===== config.mk =====
export PLATFORM = sky130hd
export DESIGN_NAME = ocd_osc_config_decode
export DESIGN_NICKNAME = d
export VERILOG_FILES = /design/src/verilog/ocd_pkg.sv /design/src/verilog/ocd_sel_if.sv /design/src/verilog/ocd_field_decode.sv /design/src/verilog/ocd_osc_config_decode.sv
export SDC_FILE = /design/constraint.sdc
export NUM_CORES = 1
export LEC_CHECK = 0
export BUFFER_PORTS_ARGS = -buffer_cell sky130_fd_sc_hd__buf_2
export CAP_MARGIN = 15
export CORE_MARGIN = 4
export CORE_UTILIZATION = 48
export DETAILED_ROUTE_END_ITERATION = 10
export HOLD_SLACK_MARGIN = 0.06
export PLACE_DENSITY = 0.85
export SLEW_MARGIN = 20
export SYNTH_ARGS = -nofsm -noshare
export SYNTH_HDL_FRONTEND = slang
export SYNTH_HIERARCHICAL = 1
export SYNTH_SLANG_ARGS = --single-unit

===== constraint.sdc =====
create_clock -name core_clk_in -period 2.66 [get_ports core_clk_in]
set_clock_uncertainty 0.15 [all_clocks]
set_input_delay 0.532 -clock core_clk_in [delete_from_list [all_inputs] [get_ports core_clk_in]]
set_output_delay 0.532 -clock core_clk_in [all_outputs]
set_load 0.01 [all_outputs]

===== src/verilog/ocd_pkg.sv =====
// Operation
// - the instruction clock is the system clock divided by two.
// - at power-on reset the 3-bit initial source field picks the source.
// - after reset clock switching may change the running source.
// - an erased device reads 111 with two-speed set: it starts on fast rc, then runs fast rc divided by n.
// - the 2-bit primary mode field picks off, fast, standard or external.
// - sources 010 and 011 use the primary mode, 011 with the pll; others ignore mode.
// - outside crystal modes the pin bit picks clock out (1) or gpio (0).
// - the switch/monitor field 1x disables both, 01 switching, 00 both.
// - two-speed start-up runs fast rc until the selected source is ready.
// - the one-shot bit allows one pin-map change, else any number.
// - a read-only 3-bit current source field reports the running source.
package ocd_pkg;
   localparam int CFG_W = 16;
   localparam int SRC_LSB = 0;
   localparam int TWO_SPEED_BIT = 7;
   localparam int PMODE_LSB = 0;
   localparam int PIN_FN_BIT = 2;
   localparam int ONE_SHOT_BIT = 5;
   localparam int SWMON_LSB = 6;
   localparam logic [15:0] SRC_RESERVED_MASK = 16'hff78;
   localparam logic [15:0] MODE_RESERVED_MASK = 16'hff18;
   localparam logic [15:0] ERASED_WORD = 16'hffff;
   typedef enum logic [2:0] {
      SRC_FAST_RC = 3'h0,
      SRC_FAST_RC_WITH_PLL = 3'h1,
      SRC_PRIMARY = 3'h2,
      SRC_PRIMARY_PLL = 3'h3,
      SRC_SECONDARY = 3'h4,
      SRC_LOW_POWER_RC = 3'h5,
      SRC_FAST_RC_DIV16 = 3'h6,
      SRC_FAST_RC_DIV_N = 3'h7
   } ocd_src_e;
   localparam logic [1:0] PM_EXTERNAL_CLOCK_IN = 2'h0;
   localparam logic [1:0] PM_STANDARD_CRYSTAL = 2'h1;
   localparam logic [1:0] PM_HIGH_SPEED_CRYSTAL = 2'h2;
   localparam logic [1:0] PM_DISABLED = 2'h3;
endpackage : ocd_pkg


===== src/verilog/ocd_sel_if.sv =====
`timescale 1ns/1ps
// decoded selections handed from the decoder to the top
interface ocd_sel_if;
   logic [2:0] init_src;
   logic [1:0] primary_mode_sel;
   logic out_pin_function;
   logic switch_en;
   logic fail_safe_monitor_en;
   logic two_speed_startup;
   logic pin_map_one_shot;
   logic reserved_ok;
   modport dec (output init_src, primary_mode_sel, out_pin_function,
      switch_en, fail_safe_monitor_en, two_speed_startup,
      pin_map_one_shot, reserved_ok);
   modport use_side (input init_src, primary_mode_sel, out_pin_function,
      switch_en, fail_safe_monitor_en, two_speed_startup,
      pin_map_one_shot, reserved_ok);
endinterface : ocd_sel_if


===== src/verilog/ocd_field_decode.sv =====
`timescale 1ns/1ps
// pure field decode of the two configuration words
module ocd_field_decode (
   input wire logic [15:0] src_word_in,
   input wire logic [15:0] mode_word_in,
   ocd_sel_if.dec sel
);
   always_comb begin
      sel.init_src = src_word_in[ocd_pkg::SRC_LSB +: 3];
      sel.two_speed_startup = src_word_in[ocd_pkg::TWO_SPEED_BIT];
      sel.primary_mode_sel = mode_word_in[ocd_pkg::PMODE_LSB +: 2];
      sel.out_pin_function = mode_word_in[ocd_pkg::PIN_FN_BIT];
      sel.pin_map_one_shot = mode_word_in[ocd_pkg::ONE_SHOT_BIT];
      // 1x kills both, 01 switch only, 00 both
      sel.switch_en = ~mode_word_in[ocd_pkg::SWMON_LSB + 1];
      sel.fail_safe_monitor_en =
         (mode_word_in[ocd_pkg::SWMON_LSB +: 2] == 2'h0);
      // flag words whose reserved bits were not left at one
      sel.reserved_ok =
         ((src_word_in & ocd_pkg::SRC_RESERVED_MASK) ==
          ocd_pkg::SRC_RESERVED_MASK) &&
         ((mode_word_in & ocd_pkg::MODE_RESERVED_MASK) ==
          ocd_pkg::MODE_RESERVED_MASK);
   end
endmodule : ocd_field_decode


===== src/verilog/ocd_osc_config_decode.sv =====
`timescale 1ns/1ps
// samples configuration at power-on reset, runs source selection,
// clock switching requests, two-speed start-up and the fcy divider
module ocd_osc_config_decode (
   input wire logic core_clk_in,
   input wire logic sys_rst_in,
   input wire logic clk_en_in,
   input wire logic [15:0] initial_source_config_in,
   input wire logic [15:0] oscillator_mode_config_in,
   input wire logic src_ready_in,
   input wire logic switch_req_in,
   input wire logic [2:0] switch_src_in,
   input wire logic pin_map_write_in,
   output logic [2:0] current_source_out,
   output logic [1:0] primary_mode_sel_out,
   output logic primary_pll_out,
   output logic fcy_out,
   output logic clock_out_pin_out,
   output logic clock_out_pin_oe_out,
   output logic clock_out_is_gpio_out,
   output logic switch_en_out,
   output logic fail_safe_monitor_en_out,
   output logic pin_map_allowed_out,
   output logic reserved_ok_out,
   output logic startup_busy_out
);
   typedef enum logic [1:0] {ST_SAMPLE, ST_TWO_SPEED, ST_RUN} ocd_st_e;

   ocd_sel_if sel_bus ();

   ocd_field_decode u_dec (
      .src_word_in(initial_source_config_in),
      .mode_word_in(oscillator_mode_config_in),
      .sel(sel_bus.dec)
   );

   // held copy of decoded configuration
   ocd_st_e st_r, st_nxt;
   logic [2:0] init_src_r, init_src_nxt;
   logic [1:0] pmode_r, pmode_nxt;
   logic pin_fn_r, pin_fn_nxt;
   logic sw_en_r, sw_en_nxt;
   logic fsm_en_r, fsm_en_nxt;
   logic two_spd_r, two_spd_nxt;
   logic one_shot_r, one_shot_nxt;
   logic res_ok_r, res_ok_nxt;
   logic [2:0] cur_src_r, cur_src_nxt;
   logic fcy_r, fcy_nxt;
   logic pin_out_r, pin_out_nxt;
   logic pin_oe_r, pin_oe_nxt;
   logic gpio_r, gpio_nxt;
   logic map_used_r, map_used_nxt;
   logic map_ok_r, map_ok_nxt;
   logic rdy_s1_r, rdy_s2_r, rdy_s3_r;
   logic rdy_r, rdy_nxt;
   logic crystal_mode;
   logic pll_r, pll_nxt;
   logic busy_r, busy_nxt;

   // crystal modes own the pin, so no clock output there; judged on
   // next values so the pin never drives fcy for a cycle after sampling,
   // and on both the initial and the running source
   assign crystal_mode =
      ((init_src_nxt == ocd_pkg::SRC_PRIMARY) ||
       (init_src_nxt == ocd_pkg::SRC_PRIMARY_PLL) ||
       (cur_src_nxt == ocd_pkg::SRC_PRIMARY) ||
       (cur_src_nxt == ocd_pkg::SRC_PRIMARY_PLL)) &&
      ((pmode_nxt == ocd_pkg::PM_HIGH_SPEED_CRYSTAL) ||
       (pmode_nxt == ocd_pkg::PM_STANDARD_CRYSTAL));

   // source ready comes from an oscillator domain: three-stage sync
   // so a metastable first stage never reaches the start-up logic
   always_ff @(posedge core_clk_in) begin
      if (sys_rst_in) begin
         rdy_s1_r <= 1'b0;
         rdy_s2_r <= 1'b0;
         rdy_s3_r <= 1'b0;
         rdy_r <= 1'b0;
      end else if (clk_en_in) begin
         rdy_s1_r <= src_ready_in;
         rdy_s2_r <= rdy_s1_r;
         rdy_s3_r <= rdy_s2_r;
         rdy_r <= rdy_nxt;
      end
   end

   // filtered level changes only when the last two stages agree
   always_comb begin
      rdy_nxt = rdy_r;
      if (rdy_s2_r == rdy_s3_r) begin
         rdy_nxt = rdy_s3_r;
      end
   end

   // next-state logic for sampling, start-up and switching
   always_comb begin
      st_nxt = st_r;
      init_src_nxt = init_src_r;
      pmode_nxt = pmode_r;
      pin_fn_nxt = pin_fn_r;
      sw_en_nxt = sw_en_r;
      fsm_en_nxt = fsm_en_r;
      two_spd_nxt = two_spd_r;
      one_shot_nxt = one_shot_r;
      res_ok_nxt = res_ok_r;
      cur_src_nxt = cur_src_r;
      map_used_nxt = map_used_r;
      case (st_r)
         ST_SAMPLE: begin
            // one sample after reset, then frozen
            init_src_nxt = sel_bus.init_src;
            pmode_nxt = sel_bus.primary_mode_sel;
            pin_fn_nxt = sel_bus.out_pin_function;
            sw_en_nxt = sel_bus.switch_en;
            fsm_en_nxt = sel_bus.fail_safe_monitor_en;
            two_spd_nxt = sel_bus.two_speed_startup;
            one_shot_nxt = sel_bus.pin_map_one_shot;
            res_ok_nxt = sel_bus.reserved_ok;
            if (sel_bus.two_speed_startup) begin
               cur_src_nxt = ocd_pkg::SRC_FAST_RC;
               st_nxt = ST_TWO_SPEED;
            end else begin
               cur_src_nxt = sel_bus.init_src;
               st_nxt = ST_RUN;
            end
         end
         ST_TWO_SPEED: begin
            // no timeout: a source that never comes ready keeps the
            // block on fast rc, which is the safe place to wait
            if (rdy_r) begin
               cur_src_nxt = init_src_r;
               st_nxt = ST_RUN;
            end
         end
         ST_RUN: begin
            // switching honoured only when the switch field allows it;
            // the target is not checked against the permitted sources,
            // so the requester must only name oscillators that exist
            if (switch_req_in && sw_en_r) begin
               cur_src_nxt = switch_src_in;
            end
         end
         default: begin
            st_nxt = ST_SAMPLE;
         end
      endcase
      // a refused write leaves the used flag alone
      if (pin_map_write_in && map_ok_r) begin
         map_used_nxt = 1'b1;
      end
   end

   // derived outputs from next state, so they move on the same edge
   // as the selections they depend on
   always_comb begin
      fcy_nxt = ~fcy_r;
      map_ok_nxt = ~(one_shot_nxt && map_used_nxt);
      gpio_nxt = ~crystal_mode && ~pin_fn_nxt;
      pin_oe_nxt = ~crystal_mode && pin_fn_nxt;
      pin_out_nxt = pin_oe_nxt && fcy_nxt;
      // registered so both flags leave the block from a flip-flop
      pll_nxt = (init_src_nxt == ocd_pkg::SRC_PRIMARY_PLL);
      busy_nxt = (st_nxt != ST_RUN);
   end

   // state register; reset wins over a low clock enable so a frozen
   // block still comes back to its power-on state
   always_ff @(posedge core_clk_in) begin
      if (sys_rst_in) begin
         st_r <= ST_SAMPLE;
         init_src_r <= ocd_pkg::SRC_FAST_RC_DIV_N;
         pmode_r <= ocd_pkg::PM_DISABLED;
         pin_fn_r <= 1'b1;
         sw_en_r <= 1'b0;
         fsm_en_r <= 1'b0;
         two_spd_r <= 1'b0;
         one_shot_r <= 1'b1;
         res_ok_r <= 1'b0;
         cur_src_r <= ocd_pkg::SRC_FAST_RC_DIV_N;
         fcy_r <= 1'b0;
         pin_out_r <= 1'b0;
         pin_oe_r <= 1'b0;
         gpio_r <= 1'b0;
         map_used_r <= 1'b0;
         map_ok_r <= 1'b0;
         pll_r <= 1'b0;
         busy_r <= 1'b1;
      end else if (clk_en_in) begin
         st_r <= st_nxt;
         init_src_r <= init_src_nxt;
         pmode_r <= pmode_nxt;
         pin_fn_r <= pin_fn_nxt;
         sw_en_r <= sw_en_nxt;
         fsm_en_r <= fsm_en_nxt;
         two_spd_r <= two_spd_nxt;
         one_shot_r <= one_shot_nxt;
         res_ok_r <= res_ok_nxt;
         cur_src_r <= cur_src_nxt;
         fcy_r <= fcy_nxt;
         pin_out_r <= pin_out_nxt;
         pin_oe_r <= pin_oe_nxt;
         gpio_r <= gpio_nxt;
         map_used_r <= map_used_nxt;
         map_ok_r <= map_ok_nxt;
         pll_r <= pll_nxt;
         busy_r <= busy_nxt;
      end
   end

   // every output straight from a flip-flop, no gate behind it, so
   // nothing outside sees a glitch while the selections settle
   assign current_source_out = cur_src_r;
   assign primary_mode_sel_out = pmode_r;
   assign primary_pll_out = pll_r;
   assign fcy_out = fcy_r;
   assign clock_out_pin_out = pin_out_r;
   assign clock_out_pin_oe_out = pin_oe_r;
   assign clock_out_is_gpio_out = gpio_r;
   assign switch_en_out = sw_en_r;
   assign fail_safe_monitor_en_out = fsm_en_r;
   assign pin_map_allowed_out = map_ok_r;
   assign reserved_ok_out = res_ok_r;
   assign startup_busy_out = busy_r;
endmodule : ocd_osc_config_decode


Word-level counts from Yosys, hierarchy flattened

Index checks and enable logic that the tools add are counted.

Multiplexer cells: 12
Bitwise operators: 5
Reduce and logical (&&, ||, !) cells: 16
Eq/ne operators: 12

Operators by type and width:

| cell                                                             | count |
|---|---|
| 12-bit == test (second input constant)                           | 1 |
| 3-bit by 2-bit == test with 1-bit output (second input constant) | 4 |
| 3-bit 2-to-1 mux                                                 | 4 |
| 10-bit == test (second input constant)                           | 1 |
| 3-bit one-hot mux with 3 select lines                            | 1 |
| 1-bit logical AND                                                | 8 |
| 2-bit 2-to-1 mux                                                 | 3 |
| 2-bit one-hot mux with 3 select lines                            | 1 |
| 1-bit NOT                                                        | 5 |
| 2-bit by 1-bit == test with 1-bit output (second input constant) | 2 |
| 2-bit == test (second input constant)                            | 2 |
| 2-bit logical NOT                                                | 2 |
| 1-bit logical OR                                                 | 4 |
| 2-bit AND reduction                                              | 2 |
| 1-bit 2-to-1 mux                                                 | 3 |
| 2-bit inequality test (second input constant)                    | 1 |
| 1-bit == test                                                    | 1 |

Output and inout port bits: 15
Logic and storage cells: 66
Bits in registers: 27

Logic depth before layout (Yosys ltp)

Depth in word-level cells: 10
Depth in mapped cells: 6
Mapped depth without buffers: 5

Cells and area by module

Netlist, hierarchy kept.

By module, submodules not included:

| module                | seq. area each (um^2) | cells each | area an instance (um^2) | times used |
|---|---|---|---|---|
| ocd_osc_config_decode | 540.5                 | 145        | 1322.5                  | 1 |
| ocd_field_decode      | 0.0                   | 18         | 120.1                   | 1 |

Worst setup path before layout

Ideal clock, no wire load.

Kind: flip-flop to flip-flop
Start point: register rdy_r
End point: register pin_out_r, in the netlist clock_out_pin_out
Period minus slack after synthesis: 1841 ps
Cell stages (with the launch flop): 7
Path buffers: 1
Data arrival time: 1550 ps
Path slack: 819 ps
Library setup time: 140 ps
Cells stage by stage: dfxtp_1 buf_6 mux2_4 o221a_1 or3b_1 nor3_2 a2111oi_2

Longest elaborated chain between the ends: 9
Elaborated cells on any way between the ends: 10
Those cells by class: eq/ne (2); mux (2); bitwise (1); reduce/logical (5)

RTL lines:

| what                                     | RTL line                     | RTL |
|---|---|---|
| start, declared                          | ocd_osc_config_decode.sv:55  | `logic rdy_r, rdy_nxt;` |
| start signal, assigned                   | ocd_osc_config_decode.sv:83  | `rdy_r <= rdy_nxt;` |
| 3-bit 2-to-1 mux *                       | ocd_osc_config_decode.sv:130 | `if (rdy_r) begin` |
| 3-bit one-hot mux with 3 select lines *  | ocd_osc_config_decode.sv:108 | `case (st_r)` |
| 3-bit by 2-bit == test with 1-bit output | ocd_osc_config_decode.sv:66  | `(cur_src_nxt == ocd_pkg::SRC_PRIMARY) \|\|` |
| 1-bit logical OR                         | ocd_osc_config_decode.sv:65  | `(init_src_nxt == ocd_pkg::SRC_PRIMARY_PLL) \|\|` |
| 1-bit logical OR *                       | ocd_osc_config_decode.sv:66  |  |
| 1-bit logical AND *                      | ocd_osc_config_decode.sv:67  | `(cur_src_nxt == ocd_pkg::SRC_PRIMARY_PLL)) &&` |
| 1-bit NOT *                              | ocd_osc_config_decode.sv:159 | `pin_oe_nxt = ~crystal_mode && pin_fn_nxt;` |
| 1-bit logical AND *                      | ocd_osc_config_decode.sv:159 |  |
| 1-bit logical AND *                      | ocd_osc_config_decode.sv:160 | `pin_out_nxt = pin_oe_nxt && fcy_nxt;` |
| end signal, assigned                     | ocd_osc_config_decode.sv:200 | `pin_out_r <= pin_out_nxt;` |
| end, declared                            | ocd_osc_config_decode.sv:49  | `logic pin_out_r, pin_out_nxt;` |

Every way passes the cells marked *; elsewhere a longest branch is shown, timed or not.
A chain may end at the register's enable or synchronous reset.

Worst setup path after layout

Start point: register st_r[0]
End point: register pin_out_r, in the netlist clock_out_pin_out

Longest elaborated chain between the ends: 10
Elaborated cells on any way between the ends: 21
Those cells by class: eq/ne (8); mux (4); bitwise (1); reduce/logical (8)

RTL lines:

| what                                                                          | RTL line                     | RTL |
|---|---|---|
| start, declared                                                               | ocd_osc_config_decode.sv:38  | `ocd_st_e st_r, st_nxt;` |
| start signal, assigned                                                        | ocd_osc_config_decode.sv:189 | `st_r <= st_nxt;` |
| branches (longest 8 deep; another with 3-bit one-hot mux with 3 select lines) | n/a                          |  |
| 1-bit logical AND *                                                           | ocd_osc_config_decode.sv:159 |  |
| 1-bit logical AND *                                                           | ocd_osc_config_decode.sv:160 |  |

Every way passes the cells marked *.

==> results.md <==
* Vias in the first global route at 1236
* Largest net degree at the start of global routing at 28
* Critical path fanouts, max at 14
* Routability cong. at 0.853
* Final Hold Viols at 0
* Grt total ovfl at 0
* Setup_tns at 0 ps
* Placement-stage cell area at 0.00167 mm2
* Slew HR at 0.678
* FMAX at 498 MHz
* Worst min-delay path class: primary input to flip-flop
* Commonest cells post-synth: dfxtp_1, nor2_1, mux2i_1
* IO Count at 56
* Count leader, synth: dfxtp_1
* Seq cells post-synth at 27
* Die width at 62.8 um
* Share of cells above drive strength 1 at 0.343
* Setup violations, final at 0
* # rows at 19
* Syn Nets at 204
* Initial DRT Pass Iterations at 4
* Area of the core at 0.00281 mm2
* Ys flop type: dfxtp_1
* Leakage at 0.776 nW
* Aggregate global-route resource usage at 0.169
* Global-route wire length before repair at 5540 um
* CTS Sinks at 27
* Main area contributors after synthesis: dfxtp_1, mux2i_1, nor2_1
* Maximum vdd drop at 0.000405 V
* Post CTS Setup Buffer Count at 0
* Syn avg cell area at 8.85 um2
* Sw frac at 0.304
* Max-cap viol count at 0
* Ys async rst share at 0
* DIE AREA at 0.00395 mm2
* Via density at 5.50
* Synth Area in Simple Gates at 0.206
* Worst slew pin tran at 482 ps
* Leading area contributor after synthesis: dfxtp_1
* Synth Warn # at 6
* DRT iter0 DRCs at 81
* CTS resizes at 0
* EDFF count, synth at 0
* Height of the die at 62.8 um
* Internal power at 0.609 mW
* Root Driver: clkbuf_4
* Status: finished clean
* Critical path required time at 2730 ps
* Reg power frac at 0.535
* Nets at 249
* Post-DRT Antenna Nets at 0
* ANT cells at 0
* Final Cycle Share at 0.755
* Worst-path clk slew at 150 ps
* Post-Synth Adder-Cell Area at 0
* PortBufs at 55
* Comb pwr share at 0.258
* Post-synthesis mux area share at 0.119
* Crit path launch type: flip-flop
* Post-synth top area share at 0.375
* Yosys cell types at 43
* Compound-cell area share of the yosys netlist at 0.195
* Power Density at 517 mW/mm2
* WL final at 3150 um
* HPWL Detailed at 2450 um
* Detailed-route via count at 1310
* RSZ-0062 raised after global routing: no
* Switching pwr at 0.266 mW
* Power share of the clock group at 0.206
* CP Capture Type: flip-flop
* Synth Instances at 163
* Mapped cell area at 0.00144 mm2
* Initial Utilization at 0.514
* Design area at 0.00169 mm2
* Number of buffers created by CTS at 3
* Worst-Skew Late Latency at 330 ps
* Min Clock Period, post-route at 2010 ps
* Post-CTS Hold Buffers at 0
* Area growth syn-to-layout at 17.3%
* CP Class: flip-flop to flip-flop
* Slew Limit Fails at 0
* WP data arrival at 2080 ps
* DR DRC count at 0
* Sequential share of the synthesized area at 0.375
* Hold_ws at 273 ps
* Initial antenna violation count at 0
* TritonCTS clock tree: built
* Clock Path Buffers at 2
* Xor/xnor share of the synthesized area at 0.0182
* Htree depth at 1
* Post-DR wirelength/cell at 13.3 um
* Largest family of logic cells by synthesized area: simple AND/OR/NAND/NOR gates
[layer usage]
metal,vias up,track usage,routed length [um]
li1,666,-,-
met1,593,0.213,1430
met2,47,0.288,1440
met3,4,0.0432,251
met4,0,0.0413,35
met5,-,0,0
[final cells by class]
type | count | area [um2]
fill | 260 | 1110
multi-input combinational | 114 | 777
sequential | 27 | 541
timing repair buffer | 57 | 290
tap | 31 | 38.8
clock buffer | 4 | 26.3
inverter | 5 | 18.8
[power by group through the flow]
stage | clock network [mW] | registers, mW | logic [mW]
global route | 0.202 | 0.475 | 0.254
detailed placement | 0 | 0.477 | 0.226
CTS | 0.187 | 0.469 | 0.227
floorplan | 0 | 0.475 | 0.159
finish | 0.181 | 0.468 | 0.226
global placement | 0 | 0.476 | 0.224
[kinds of logic (layout without fill, tap and decap cells)]
logic type             after synthesis  in the layout
XOR/XNOR                             3              3
AO/OA/AOI/OAI                       37             37
multiplexers                        16             16
AND/OR/NAND/NOR                     58             58
flip-flops                          27             27
buffers and inverters               22             66
[cell usage in the layout, fill, tap and decap left out, types with 2 or more instances in the layout]
cell	n
a211o_1	9
a21oi_1	8
a221o_1	2
a31oi_1	2
buf_2	55
buf_4	2
clkbuf_4	3
dfxtp_1	27
inv_1	3
inv_2	2
mux2_4	2
mux2i_1	13
nand2_1	8
nand2b_1	2
nand4_1	5
nor2_1	24
nor2b_1	7
nor3_1	2
nor3_2	3
o21ai_0	2
o22ai_1	2
or2_1	2
xnor2_1	3
[final timing paths]
kind                               startpoint                              to  slack [ps]  cells after the start
setup / recovery         st_r[0]$_SDFFE_PP0P_  clock_out_pin_out$_SDFFE_PP0P_         650                      5
hold / removal    initial_source_config_in[1]      init_src_r[1]$_SDFFE_PP1P_         270                      2
hold reg to reg         rdy_s3_r$_SDFFE_PP0P_              rdy_r$_SDFFE_PP0P_         320                      2
setup reg to reg         st_r[0]$_SDFFE_PP0P_  clock_out_pin_out$_SDFFE_PP0P_         650                      5
[registers in the layout, indices dropped and copies added (netlist names), 2 cells and up]
| signal | flops |
|---|---|
| st_r | 2 |
| init_src_r | 3 |
| current_source_out | 3 |
| primary_mode_sel_out | 2 |
[critical path: stages (launching register included)]
cell and delay (ps):
dfxtp_1 610, or2_1 220, mux2i_1 280, or3b_1 390, nor3_2 180, a2111oi_2 80
[per-stage QoR]
stage	power, mW	util	worst slack (ps)	cells
4_1_cts	0.883	0.603	650	238
2_1_floorplan	0.634	-	819	163
3_3_place_gp	0.699	0.594	689	234
6_report	0.875	0.603	652	238
3_5_place_dp	0.704	0.594	660	234
5_1_grt	0.931	0.603	457	238
Power figures use the tool's default switching activity.
